===== src/rtl/iep_pkg.sv =====
// Package for the USB IN endpoint configuration block.
// Assumes an APB slave with 32-bit data, one word per register.
package iep_pkg;
    // Register byte offsets
    localparam logic [7:0] IEP_OFF_SIZE   = 8'h00;
    localparam logic [7:0] IEP_OFF_XSTART = 8'h04;
    localparam logic [7:0] IEP_OFF_YSTART = 8'h08;
    localparam logic [7:0] IEP_OFF_CONFIG = 8'h0C;
    localparam logic [7:0] IEP_OFF_XCOUNT = 8'h10;
    localparam logic [7:0] IEP_OFF_YCOUNT = 8'h14;
    localparam logic [7:0] IEP_OFF_STATUS = 8'h18;
    localparam logic [7:0] IEP_OFF_FIFO   = 8'h1C;
    // Configuration bit positions
    localparam int IEP_CFG_ON     = 7;
    localparam int IEP_CFG_ISO    = 6;
    localparam int IEP_CFG_TOGGLE = 5;
    localparam int IEP_CFG_DUAL   = 4;
    localparam int IEP_CFG_STALL  = 3;
    localparam int IEP_CFG_IRQ    = 2;
    // Count byte: empty flag in bit 7, count in 6:0
    localparam int IEP_CNT_EMPTY  = 7;
    // Reset value and configuration write mask
    localparam logic [7:0] IEP_RST_BYTE  = 8'h00;
    localparam logic [7:0] IEP_CFG_WMASK = 8'hFC;
    // Buffer geometry
    localparam int IEP_ADDR_W   = 11;
    localparam int IEP_ALIGN_W  = 3;
    localparam int IEP_FIFO_W   = 8;
    localparam int IEP_FIFO_D   = 8;
    // Handshake codes to the link logic
    typedef enum logic [1:0]
    {
        IEP_HS_NONE  = 2'b00,
        IEP_HS_DATA  = 2'b01,
        IEP_HS_NAK   = 2'b10,
        IEP_HS_STALL = 2'b11
    } iep_hs_t;
    typedef enum logic [1:0]
    {
        IEP_ST_IDLE = 2'b00,
        IEP_ST_SEND = 2'b01,
        IEP_ST_WAIT = 2'b10
    } iep_state_t;
    localparam logic [3:0] IEP_PID_DATA0 = 4'h3;
    localparam logic [3:0] IEP_PID_DATA1 = 4'hB;
endpackage


===== src/rtl/iep_endpoint.sv =====
// USB IN endpoint configuration and buffer selection.
// Assumes an APB master on clk and a USB link engine on clk.
// What this block does
// - size byte counts eight-byte units
// - X and Y share one length
// - isochronous: size is one circular buffer
// - eleven-bit X start from byte
// - low three start bits are zero
// - bit 7 enables endpoint
// - setup stage accepted even when disabled
// - bit 6 selects isochronous mode
// - toggle flips after successful data stage, except in isochronous mode
// - toggle zero DATA0, one DATA1
// - bit 4 uses X and Y outside isochronous mode
// - single mode uses only X
// - stall bit forces STALL handshake
// - bit 2 gates endpoint interrupt
// - bits 1:0 reserved, no function
// - Y start formed like X start
// - sent buffer sets empty flag, software clears
`timescale 1ns/100ps
module iep_endpoint
    import iep_pkg::*;
(
    input  wire logic        clk,
    input  wire logic        sys_rst,
    input  wire logic        psel,
    input  wire logic        penable,
    input  wire logic        pwrite,
    input  wire logic [7:0]  paddr,
    input  wire logic [31:0] pwdata,
    output logic      [31:0] prdata,
    output logic             pready,
    output logic             pslverr,
    input  wire logic        in_token,
    input  wire logic        setup_token,
    input  wire logic        data_acked,
    output logic      [1:0]  handshake,
    output logic      [3:0]  data_pid,
    output logic             setup_accept,
    output logic      [10:0] buf_base,
    output logic      [10:0] buf_length,
    output logic      [6:0]  pkt_count,
    output logic             circular_mode,
    output logic      [7:0]  tx_data,
    output logic             tx_valid,
    input  wire logic        tx_ready,
    output logic             endpoint_irq
);
    // Registers
    logic [7:0] in_ep_buffer_size;
    logic [7:0] in_ep_x_buffer_start;
    logic [7:0] in_ep_y_buffer_start;
    logic [7:0] in_ep_configuration;
    logic [7:0] x_packet_count;
    logic [7:0] y_packet_count;
    logic       use_y;
    logic       irq_pending;
    iep_state_t state;
    iep_state_t next_state;
    iep_hs_t    next_hs;

    function automatic logic [10:0] start_addr(input logic [7:0] b);
        start_addr = {b, {IEP_ALIGN_W{1'b0}}};
    endfunction

    // Bus decode
    wire wr_en  = psel && penable && pwrite && pready;
    wire acc    = psel && penable;
    wire hit_sz = (paddr == IEP_OFF_SIZE);
    wire hit_xs = (paddr == IEP_OFF_XSTART);
    wire hit_ys = (paddr == IEP_OFF_YSTART);
    wire hit_cf = (paddr == IEP_OFF_CONFIG);
    wire hit_xc = (paddr == IEP_OFF_XCOUNT);
    wire hit_yc = (paddr == IEP_OFF_YCOUNT);
    wire hit_st = (paddr == IEP_OFF_STATUS);
    wire hit_ff = (paddr == IEP_OFF_FIFO);
    wire mapped = hit_sz || hit_xs || hit_ys || hit_cf || hit_xc
                  || hit_yc || hit_st || hit_ff;

    // Write strobes; a FIFO write lands only once there is room
    wire wr_sz     = wr_en && hit_sz;
    wire wr_xs     = wr_en && hit_xs;
    wire wr_ys     = wr_en && hit_ys;
    wire wr_cf     = wr_en && hit_cf;
    wire wr_xc     = wr_en && hit_xc;
    wire wr_yc     = wr_en && hit_yc;
    wire wr_st     = wr_en && hit_st;
    wire irq_clear = wr_st && pwdata[0];

    // Configuration fields
    wire cfg_on     = in_ep_configuration[IEP_CFG_ON];
    wire cfg_iso    = in_ep_configuration[IEP_CFG_ISO];
    wire cfg_toggle = in_ep_configuration[IEP_CFG_TOGGLE];
    wire cfg_dual   = in_ep_configuration[IEP_CFG_DUAL];
    wire cfg_stall  = in_ep_configuration[IEP_CFG_STALL];
    wire cfg_irq    = in_ep_configuration[IEP_CFG_IRQ];

    // Active buffer: Y only in double-buffer mode
    wire sel_y = cfg_dual && use_y && !cfg_iso;
    wire [7:0] act_count = sel_y ? y_packet_count : x_packet_count;
    wire act_empty = act_count[IEP_CNT_EMPTY] && !cfg_iso;

    // FIFO path from software writes to the link
    wire       fifo_in_valid = wr_en && hit_ff;
    wire       fifo_in_ready;
    wire       fifo_empty;
    wire       fifo_out_valid;
    wire       stream_on = (state == IEP_ST_SEND);

    iep_fifo #(
        .WIDTH (IEP_FIFO_W),
        .DEPTH (IEP_FIFO_D)
    ) iep_fifo_inst (
        .clk        (clk),
        .sys_rst    (sys_rst),
        .in_valid   (fifo_in_valid),
        .in_ready   (fifo_in_ready),
        .in_data    (pwdata[7:0]),
        .out_valid  (fifo_out_valid),
        .out_ready  (tx_ready && stream_on),
        .out_data   (tx_data),
        .flush_done (fifo_empty)
    );

    // FIFO writes stall the bus while full
    assign pready  = !(psel && hit_ff && pwrite && !fifo_in_ready);
    assign pslverr = acc && !mapped;
    // Offer bytes only while a packet is being sent
    assign tx_valid = fifo_out_valid && stream_on;

    // Buffer geometry outputs
    assign buf_base      = sel_y ? start_addr(in_ep_y_buffer_start)
                                 : start_addr(in_ep_x_buffer_start);
    assign buf_length    = {in_ep_buffer_size, {IEP_ALIGN_W{1'b0}}};
    assign circular_mode = cfg_iso;
    assign pkt_count     = act_count[6:0];
    assign data_pid      = cfg_toggle ? IEP_PID_DATA1 : IEP_PID_DATA0;
    assign setup_accept  = setup_token;
    assign endpoint_irq  = irq_pending && cfg_irq;

    // Transaction decision
    always_comb
    begin
        next_state = state;
        next_hs    = IEP_HS_NONE;
        unique case (state)
            IEP_ST_IDLE:
            begin
                if (in_token && cfg_stall)
                begin
                    next_hs = IEP_HS_STALL;
                end
                else if (in_token && cfg_on && act_empty)
                begin
                    next_hs = IEP_HS_NAK;
                end
                else if (in_token && cfg_on)
                begin
                    next_hs    = IEP_HS_DATA;
                    next_state = IEP_ST_SEND;
                end
            end
            IEP_ST_SEND:
            begin
                if (fifo_empty)
                begin
                    next_state = IEP_ST_WAIT;
                end
            end
            IEP_ST_WAIT:
            begin
                if (data_acked)
                begin
                    next_state = IEP_ST_IDLE;
                end
            end
            default:
            begin
                next_state = IEP_ST_IDLE;
            end
        endcase
    end

    wire done = (state == IEP_ST_WAIT) && data_acked;
    wire done_x = done && !sel_y;
    wire done_y = done && sel_y;

    always_ff @(posedge clk or posedge sys_rst)
    begin
        if (sys_rst)
        begin
            state     <= IEP_ST_IDLE;
            handshake <= IEP_HS_NONE;
        end
        else
        begin
            state     <= next_state;
            handshake <= next_hs;
        end
    end

    // Size and start bytes
    always_ff @(posedge clk or posedge sys_rst)
    begin
        if (sys_rst)
        begin
            in_ep_buffer_size    <= IEP_RST_BYTE;
            in_ep_x_buffer_start <= IEP_RST_BYTE;
            in_ep_y_buffer_start <= IEP_RST_BYTE;
        end
        else
        begin
            if (wr_sz)
            begin
                in_ep_buffer_size <= pwdata[7:0];
            end
            if (wr_xs)
            begin
                in_ep_x_buffer_start <= pwdata[7:0];
            end
            if (wr_ys)
            begin
                in_ep_y_buffer_start <= pwdata[7:0];
            end
        end
    end

    // Configuration byte; hardware toggle wins over a write
    always_ff @(posedge clk or posedge sys_rst)
    begin
        if (sys_rst)
        begin
            in_ep_configuration <= IEP_RST_BYTE;
        end
        else
        begin
            if (wr_cf)
            begin
                in_ep_configuration <= pwdata[7:0] & IEP_CFG_WMASK;
            end
            if (done && !cfg_iso)
            begin
                in_ep_configuration[IEP_CFG_TOGGLE] <= !cfg_toggle;
            end
        end
    end

    // Count bytes; empty flag set wins over software clear
    always_ff @(posedge clk or posedge sys_rst)
    begin
        if (sys_rst)
        begin
            x_packet_count <= IEP_RST_BYTE;
            y_packet_count <= IEP_RST_BYTE;
        end
        else
        begin
            if (wr_xc)
            begin
                x_packet_count <= pwdata[7:0];
            end
            if (wr_yc)
            begin
                y_packet_count <= pwdata[7:0];
            end
            if (done_x)
            begin
                x_packet_count[IEP_CNT_EMPTY] <= 1'b1;
            end
            if (done_y)
            begin
                y_packet_count[IEP_CNT_EMPTY] <= 1'b1;
            end
        end
    end

    // Alternate buffers after each packet in double-buffer mode
    always_ff @(posedge clk or posedge sys_rst)
    begin
        if (sys_rst)
        begin
            use_y <= 1'b0;
        end
        else if (done)
        begin
            use_y <= cfg_dual && !use_y;
        end
    end

    // Packet-sent event; a clear in the same cycle loses
    always_ff @(posedge clk or posedge sys_rst)
    begin
        if (sys_rst)
        begin
            irq_pending <= 1'b0;
        end
        else if (done)
        begin
            irq_pending <= 1'b1;
        end
        else if (irq_clear)
        begin
            irq_pending <= 1'b0;
        end
    end

    // Read mux
    wire [7:0] status_byte = {4'h0, state == IEP_ST_IDLE, fifo_empty,
                              use_y, irq_pending};
    always_comb
    begin
        prdata = 32'h0000_0000;
        if (hit_sz)
        begin
            prdata[7:0] = in_ep_buffer_size;
        end
        else if (hit_xs)
        begin
            prdata[7:0] = in_ep_x_buffer_start;
        end
        else if (hit_ys)
        begin
            prdata[7:0] = in_ep_y_buffer_start;
        end
        else if (hit_cf)
        begin
            prdata[7:0] = in_ep_configuration;
        end
        else if (hit_xc)
        begin
            prdata[7:0] = x_packet_count;
        end
        else if (hit_yc)
        begin
            prdata[7:0] = y_packet_count;
        end
        else if (hit_st)
        begin
            prdata[7:0] = status_byte;
        end
    end
endmodule


===== src/rtl/iep_fifo.sv =====
// Synchronous FIFO with valid/ready on both sides.
// Assumes one clock; depth is a power of two.
`timescale 1ns/100ps
module iep_fifo #(
    parameter int WIDTH = 8,
    parameter int DEPTH = 8
)
(
    input  wire logic             clk,
    input  wire logic             sys_rst,
    input  wire logic             in_valid,
    output logic                  in_ready,
    input  wire logic [WIDTH-1:0] in_data,
    output logic                  out_valid,
    input  wire logic             out_ready,
    output logic      [WIDTH-1:0] out_data,
    output logic                  flush_done
);
    localparam int AW = $clog2(DEPTH);
    logic [WIDTH-1:0] mem [DEPTH];
    logic [AW:0]      wr_ptr;
    logic [AW:0]      rd_ptr;
    wire              full  = (wr_ptr[AW] != rd_ptr[AW])
                              && (wr_ptr[AW-1:0] == rd_ptr[AW-1:0]);
    wire              empty = (wr_ptr == rd_ptr);
    wire              push  = in_valid && !full;
    wire              pop   = out_ready && !empty;

    assign in_ready   = !full;
    assign out_valid  = !empty;
    assign out_data   = mem[rd_ptr[AW-1:0]];
    assign flush_done = empty;

    always_ff @(posedge clk)
    begin
        if (push)
        begin
            mem[wr_ptr[AW-1:0]] <= in_data;
        end
    end

    always_ff @(posedge clk or posedge sys_rst)
    begin
        if (sys_rst)
        begin
            wr_ptr <= '0;
            rd_ptr <= '0;
        end
        else
        begin
            if (push)
            begin
                wr_ptr <= wr_ptr + 1'b1;
            end
            if (pop)
            begin
                rd_ptr <= rd_ptr + 1'b1;
            end
        end
    end
endmodule


===== config.mk =====
export PLATFORM = sky130hd
export DESIGN_NAME = iep_endpoint
export DESIGN_NICKNAME = d
export VERILOG_FILES = /design/src/rtl/iep_pkg.sv /design/src/rtl/iep_endpoint.sv /design/src/rtl/iep_fifo.sv
export SDC_FILE = /design/constraint.sdc
export NUM_CORES = 1
export LEC_CHECK = 0
export BUFFER_PORTS_ARGS = -buffer_cell sky130_fd_sc_hd__buf_2
export CAP_MARGIN = 20
export CORE_ASPECT_RATIO = 1.25
export CORE_MARGIN = 10
export CORE_UTILIZATION = 40
export DETAILED_ROUTE_END_ITERATION = 7
export GPL_TIMING_DRIVEN = 0
export PLACE_DENSITY = 0.64
export SLEW_MARGIN = 20
export SYNTH_ARGS = -nofsm -noshare
export SYNTH_HDL_FRONTEND = slang
export SYNTH_SLANG_ARGS = --single-unit
export TNS_END_PERCENT = 1

===== constraint.sdc =====
create_clock -name clk -period 2.4 [get_ports clk]
set_clock_uncertainty 0.05 [all_clocks]
set_input_delay 0.24 -clock clk [delete_from_list [all_inputs] [get_ports clk]]
set_output_delay 0.24 -clock clk [all_outputs]
set_load 0.005 [all_outputs]

==> results.py, run 1 <==
metrics = {
    "outcome": {
        "status": "complete, but fails checks",
        "violations": "setup timing",
    },
    "finish": {
        "drive_gt1_share_pct": 48.5,
        "nets": 591,
        "synthToLayoutAreaGrowth_pct": 27.1,
        "antennaDiodeCount": 0,
        "nFillCells": 1268,
        "final_core_util_pct": 52.1,
    },
    "yosys": {
        "synthFlopType": "edfxtp_1",
        "yosys.area_share.simple_pct": 7.89,
        "synth_top_area_cell": "edfxtp_1",
        "post_synth_inst_count": 411,
        "synth_edf_count": 64,
        "synth-xor-area-share_pct": 1.48,
        "synth_top_family_by_area": "multiplexers",
        "avgSynthCellArea_um2": 14.4,
        "synth_compound_gate_area_share_pct": 3.63,
        "yosys-top-cells-count": "mux2_2, edfxtp_1, dfrtp_1, buf_4, mux4_2",
        "post_synth_num_cell_types": 47,
        "synth-adder-area-share_pct": 0.422,
        "synth_top_cells_by_area": "edfxtp_1, dfrtp_1, mux2_2",
        "synthArstFlopShare_pct": 48.4,
        "ys_seq_elements": 124,
        "synth_area_um2": 5930,
        "synth_most_common_cell": "mux2_2",
        "synth_top_area_share_pct": 32.4,
        "synthMuxAreaShare_pct": 22.5,
        "synth_warnings": 0,
        "ys_seq_area_share_pct": 57.7,
    },
    "power_and_ir_drop": {
        "sequentialPowerShare_pct": 45.1,
        "intPower_uw": 3910,
        "worst_ir_drop_vdd_mv": 0.327,
        "swShare_pct": 22.5,
        "p_leak_uw": 0.00336,
        "power_frac_comb_pct": 4.9,
        "powerDensity_nw_per_um2": 669,
        "p_switching_uw": 1130,
        "clockPowerShare_pct": 50.1,
    },
    "drt": {
        "ant_nets": 0,
        "drt-total-wl_um": 15100,
        "drtIter0Drc": 256,
        "via_per_inst": 5.18,
        "routedWlPerCell_um": 20.7,
        "num_vias": 3789,
        "drt_first_pass_iters": 4,
        "route.detailed.drc": 0,
    },
    "global_routing": {
        "gr-usage-met2_pct": 27.7,
        "antenna_found_initial": 0,
        "grt_pass1_vias": 4099,
        "grt_max_degree": 39,
        "grt_util_met1_pct": 16.4,
        "grt_remaining_overflow": 0,
        "grt.total_usage_pct": 15.2,
        "met3_usage_pct": 4.32,
        "top_usage_layer": "met2",
        "grt_pass1_wl_um": 23100,
    },
    "sta": {
        "worst_pin_slew_ns": 0.851,
        "timing.setup.tns_ns": -0.0347,
        "period_share_pct": 101,
        "setup_ws_ns": -0.0291,
        "setup_viol": 3,
        "finalHoldViolations": 0,
        "rsz0062_at_grt": "yes",
        "finalHoldWorstSlack_ns": 0.0221,
        "worst_slew_margin_rel_pct": 43.3,
        "fmax_ghz": 0.412,
        "period_needed_ns": 2.43,
        "maxSlewViolCount": 0,
    },
    "placed_design": {
        "gp_congestion": 0.804,
        "io_buffer_count": 69,
        "dp_hpwl_um": 10900,
    },
    "floorplan": {
        "die_w_um": 129,
        "fp.dieH_um": 156,
        "start_util_pct": 41.0,
        "core.rowCount": 49,
        "die_area_um2": 20100,
        "fp.coreArea_um2": 14500,
        "io-pin-count": 130,
    },
    "cts": {
        "cts_tree": "yes",
        "clockBufferDepth": 2,
        "clock-sinks": 124,
        "htreeDepth": 4,
        "clkSlewWorstSetupHoldPaths_ns": 0.06,
        "root_buffer": "clkbuf_16",
        "numCtsBuffers": 17,
        "worstSkewPairLatency_ns": 0.41,
    },
    "setup_path": {
        "cp_max_fo": 10,
        "crit_type": "flop to output pin",
        "critPathLaunchType": "flop",
        "end_kind": "output pin",
        "critical_path_arrival_ns": 2.14,
        "cp.required_ns": 2.11,
    },
    "run": {
        "drv_cap": 0,
    },
    "min_path": {
        "hold_path.class": "input port to flop",
    },
}
## layout by cell type, fill, tap and decap left out, types with 7 or more instances in the layout
| cell | n |
|---|---|
| buf_4 | 43 |
| mux2_2 | 62 |
| mux2_4 | 7 |
| dfrtp_1 | 58 |
| edfxtp_1 | 64 |
| mux2i_1 | 15 |
| nand4_1 | 8 |
| conb_1 | 33 |
| xnor2_1 | 9 |
| nand2_1 | 16 |
| nor2_1 | 13 |
| buf_2 | 68 |
| mux4_2 | 18 |
| clkbuf_16 | 17 |
| buf_6 | 10 |
## registers in the layout (all words and copies together), names as in the netlist
register and cells:
irq_pending 1, in_ep_configuration 6, in_ep_buffer_size 8, y_packet_count 8, state 2, iep_fifo_inst.wr_ptr 4
iep_fifo_inst.rd_ptr 4, use_y 1, iep_fifo_inst.mem 64, x_packet_count 8, in_ep_y_buffer_start 8, in_ep_x_buffer_start 8
handshake 2
## per-stage QoR
step	cells	worst slack, ns	total power, µW	instance area [µm²]
2_1_floorplan	442	-0.110	2450	6050
3_3_place_gp	689	-1.49	2540	6610
3_5_place_dp	697	-0.518	2550	6740
4_1_cts	730	-0.0542	5070	7430
5_1_grt	731	-0.120	5200	7530
6_report	731	-0.0291	5040	7530
## per-layer routing
metal  vias to the layer above  share of wire (%)
li1                       1744                  -
met1                      1922                 39
met2                       100                 54
met3                        23                5.2
met4                         0                1.6
met5                         -                  0
## power groups by stage
stage	clock, µW	sequential (µW)	combinational [µW]
floorplan	0	2310	146
global placement	0	2310	228
detailed placement	0	2310	240
CTS	2560	2270	243
global route	2650	2270	272
finish	2520	2270	246
## final timing paths
path / end / cells past startpoint / slack, ns / from
worst min register to register: iep_fifo_inst.rd_ptr[3] / 1 / 0.44 / iep_fifo_inst.rd_ptr[3]
min in group asynchronous: in_ep_buffer_size[5] / 3 / 0.28 / sys_rst
worst max-delay path: pkt_count[3] / 4 / -0.03 / in_ep_configuration[6]
worst min-delay path: state[1] / 2 / 0.02 / data_acked
max in group asynchronous: iep_fifo_inst.wr_ptr[2] / 4 / 1.51 / sys_rst
worst max register to register: iep_fifo_inst.mem[4][2] / 6 / 0.06 / iep_fifo_inst.wr_ptr[1]
## cell families after synthesis
group	count (synthesis)
AO/OA/AOI/OAI	31
adder cells (fa/ha/maj)	2
other	2
flip-flops	124
AND/OR/NAND/NOR	79
buffers and inverters	61
XOR/XNOR	10
multiplexers	102
## worst max-delay path, cell delays in order, from the launching register on
cell	delay, ns
dfrtp_2	0.44
nand3b_1	0.52
buf_8	0.34
mux2_2	0.29
buf_2	0.13
## repair_timing
| item | 4_1_cts | 5_1_grt |
|---|---|---|
| hold endpoints to repair | 22 | 0 |
| gates resized for setup | 23 | 24 |
| setup endpoints to repair | 67 | 46 |
| hold buffers | 1 | 0 |
| setup buffers | 1 | 1 |
| pin swaps | 2 | 3 |
## layout make-up
class | count | area, µm² | area share [%]
buffer | 53 | 397 | 5.26
clock buffer | 17 | 425 | 5.65
clock inverter | 15 | 160 | 2.13
inverter | 7 | 32.5 | 0.432
multi-input combinational | 257 | 2370 | 31.5
sequential | 124 | 3430 | 45.5
tap | 178 | 223 | 2.96
timing repair buffer | 80 | 500 | 6.64
Power figures use the tool's default switching activity.
==> run 2: changes to the inputs <==
--- a/config.mk
+++ b/config.mk
@@ -10,8 +10,9 @@
 export CORE_ASPECT_RATIO = 1.25
 export CORE_MARGIN = 10
 export CORE_UTILIZATION = 40
+export CTS_BUF_LIST = sky130_fd_sc_hd__clkbuf_16
 export DETAILED_ROUTE_END_ITERATION = 7
-export GPL_TIMING_DRIVEN = 0
+export GPL_TIMING_DRIVEN = 1
 export PLACE_DENSITY = 0.64
 export SLEW_MARGIN = 20
 export SYNTH_ARGS = -nofsm -noshare
==> results.py, run 2 (synthesis gave the netlist of run 1 again) <==
metrics = {
    "sta": {
        "period_needed_ns": 2.25,
        "period_share_pct": 93.6,
        "rsz0062_at_grt": "no",
        "worst_slew_margin_rel_pct": 58.7,
        "fmax_ghz": 0.445,
        "setup_viol": 0,
        "worst_pin_slew_ns": 0.618,
        "finalHoldViolations": 0,
        "setup_ws_ns": 0.154,
        "finalHoldWorstSlack_ns": 0.0356,
        "maxSlewViolCount": 0,
    },
    "power_and_ir_drop": {
        "sequentialPowerShare_pct": 46.2,
        "intPower_uw": 3920,
        "powerDensity_nw_per_um2": 697,
        "power_frac_comb_pct": 4.0,
        "p_switching_uw": 1010,
        "p_leak_uw": 0.00316,
        "clockPowerShare_pct": 49.8,
        "total_power_uw": 4930,
        "swShare_pct": 20.5,
        "worst_ir_drop_vdd_mv": 0.398,
    },
    "drt": {
        "via_per_inst": 5.21,
        "wl_met3_um": 629,
        "drtIter0Drc": 231,
        "drt_first_pass_iters": 4,
        "ant_nets": 0,
        "routedWlPerCell_um": 20.3,
        "route.top_layer_used": "met4",
        "route.met2.wl_um": 7480,
        "num_vias": 3609,
        "drt-total-wl_um": 14100,
        "wl_met1_um": 5770,
        "route.detailed.drc": 0,
    },
    "placed_design": {
        "io_buffer_count": 70,
        "dpl.cell_count": 657,
        "dp_hpwl_um": 10000,
        "pre_cts_slack_ns": 0.0578,
        "gp_congestion": 0.784,
    },
    "cts": {
        "worstSkewPairLatency_ns": 0.42,
        "cts_tree": "yes",
        "htreeDepth": 4,
        "root_buffer": "clkbuf_16",
        "numCtsBuffers": 17,
        "clock-sinks": 124,
        "clkSlewWorstSetupHoldPaths_ns": 0.05,
        "clockBufferDepth": 2,
    },
    "min_path": {
        "min_path_cells": 3,
        "whs_endpoint": "handshake[1]",
        "hold_path.class": "input port to flop",
        "holdCritStartpoint": "in_token",
    },
    "global_routing": {
        "grt_remaining_overflow": 0,
        "grt_max_degree": 36,
        "grt_pass1_vias": 3772,
        "grt.total_usage_pct": 14.4,
        "grt_pass1_wl_um": 21900,
        "antenna_found_initial": 0,
    },
    "setup_path": {
        "cp.required_ns": 2.11,
        "end_kind": "output pin",
        "ff2ff_setup_slack_ns": 0.31,
        "reg2reg_depth": 5,
        "cp_cell_sequence": "buf_12 -> mux4_2 -> mux2_2 -> buf_2",
        "cp_max_fo": 14,
        "critPathLaunchType": "flop",
        "critical_path_arrival_ns": 1.96,
        "cp.depth": 4,
        "timing.rr.end": "iep_fifo_inst.mem[2][6]",
        "critical-path-top-delay-family": "multiplexers",
        "crit_buf_inv": 2,
        "crit_type": "flop to output pin",
        "critPathMaxStageDelay_ns": 0.51,
        "cp_slowest_cell": "mux4_2",
        "timing.rr.start": "iep_fifo_inst.wr_ptr[2]",
    },
    "floorplan": {
        "fp.coreArea_um2": 14500,
        "die_area_um2": 20100,
        "start_util_pct": 41.0,
        "fp.dieH_um": 156,
        "core.rowCount": 49,
        "io-pin-count": 130,
        "die_w_um": 129,
    },
    "finish": {
        "nets": 553,
        "nFillCells": 1275,
        "layout_common_cells": "buf_2, mux2_2, edfxtp_1",
        "synthToLayoutAreaGrowth_pct": 19.2,
        "multi_input_area_um2": 2250,
        "register_area_um2": 3420,
        "final_core_util_pct": 48.9,
        "finalNonFillerCells": 693,
        "layout_commonest_cell": "buf_2",
        "largest_reg_flops": 64,
        "drive_gt1_share_pct": 42.5,
        "antennaDiodeCount": 0,
    },
    "outcome": {
        "status": "completed",
    },
    "run": {
        "drv_cap": 0,
    },
}
==> run 2: cell count changes in the layout (fill, tap and decap cells not counted), sizes merged <==
cell,change
buf,-32
inv,-1
clkinvlp,-3
bufinv,+1
clkinv,+3
clkbuf,-6
==> run 2: per-layer routing <==
metal  up-vias  GRT usage [%]
met4         0           5.48
met2        72           24.8
met3        19           4.22
met5         -              0
met1      1858           16.4
li1       1660              -
==> run 2: power by group through the flow <==
stage / clock network, µW / registers [µW] / logic (µW)
after floorplan: 0 / 2310 / 146
after global placement: 0 / 2310 / 190
after detailed placement: 0 / 2310 / 195
after CTS: 2490 / 2270 / 197
after global routing: 2590 / 2280 / 221
final: 2450 / 2270 / 198
==> run 2: how the worst max path moves through the flow <==
| stage | startpoint | to | slack, ns |
|---|---|---|---|
| 2_1_floorplan | paddr[7] | iep_fifo_inst.mem[4][0] | -0.11 |
| 3_3_place_gp | paddr[7] | iep_fifo_inst.mem[2][5] | 0.16 |
| 3_5_place_dp | paddr[7] | iep_fifo_inst.mem[2][5] | 0.06 |
| 4_1_cts | iep_fifo_inst.rd_ptr[0] | tx_data[5] | 0.03 |
| 5_1_grt | iep_fifo_inst.rd_ptr[0] | tx_data[0] | 0.08 |
| 6_report | iep_fifo_inst.rd_ptr[0] | tx_data[5] | 0.15 |
==> run 2: through the flow <==
stage / TNS, ns / instance area, µm²
3_5_place_dp: 0 / 6470
3_3_place_gp: 0 / 6470
4_1_cts: 0 / 7050
2_1_floorplan: -3.18 / 6050
5_1_grt: 0 / 7070
6_report: 0 / 7070
==> run 2: worst min-delay path: stages <==
cell and delay [ns]:
buf_2 0.10, nand2_1 0.07, nor2_1 0.05
==> run 2: repair_timing <==
item | 4_1_cts | 5_1_grt
hold buffers | 1 | 0
endpoints found under the hold margin | 25 | 0
gates resized for setup | 1 | 0
setup endpoints to repair | 7 | 5
buffers inserted | 0 | 3
==> run 2: area by class of cell <==
| class | count | area share, % |
|---|---|---|
| Sequential cell | 124 | 48.4 |
| Multi-Input combinational cell | 257 | 31.9 |
| Timing Repair Buffer | 95 | 8.18 |
| Clock buffer | 17 | 6.02 |
| Tap cell | 178 | 3.15 |
| Clock inverter | 15 | 1.98 |
| Inverter | 7 | 0.372 |
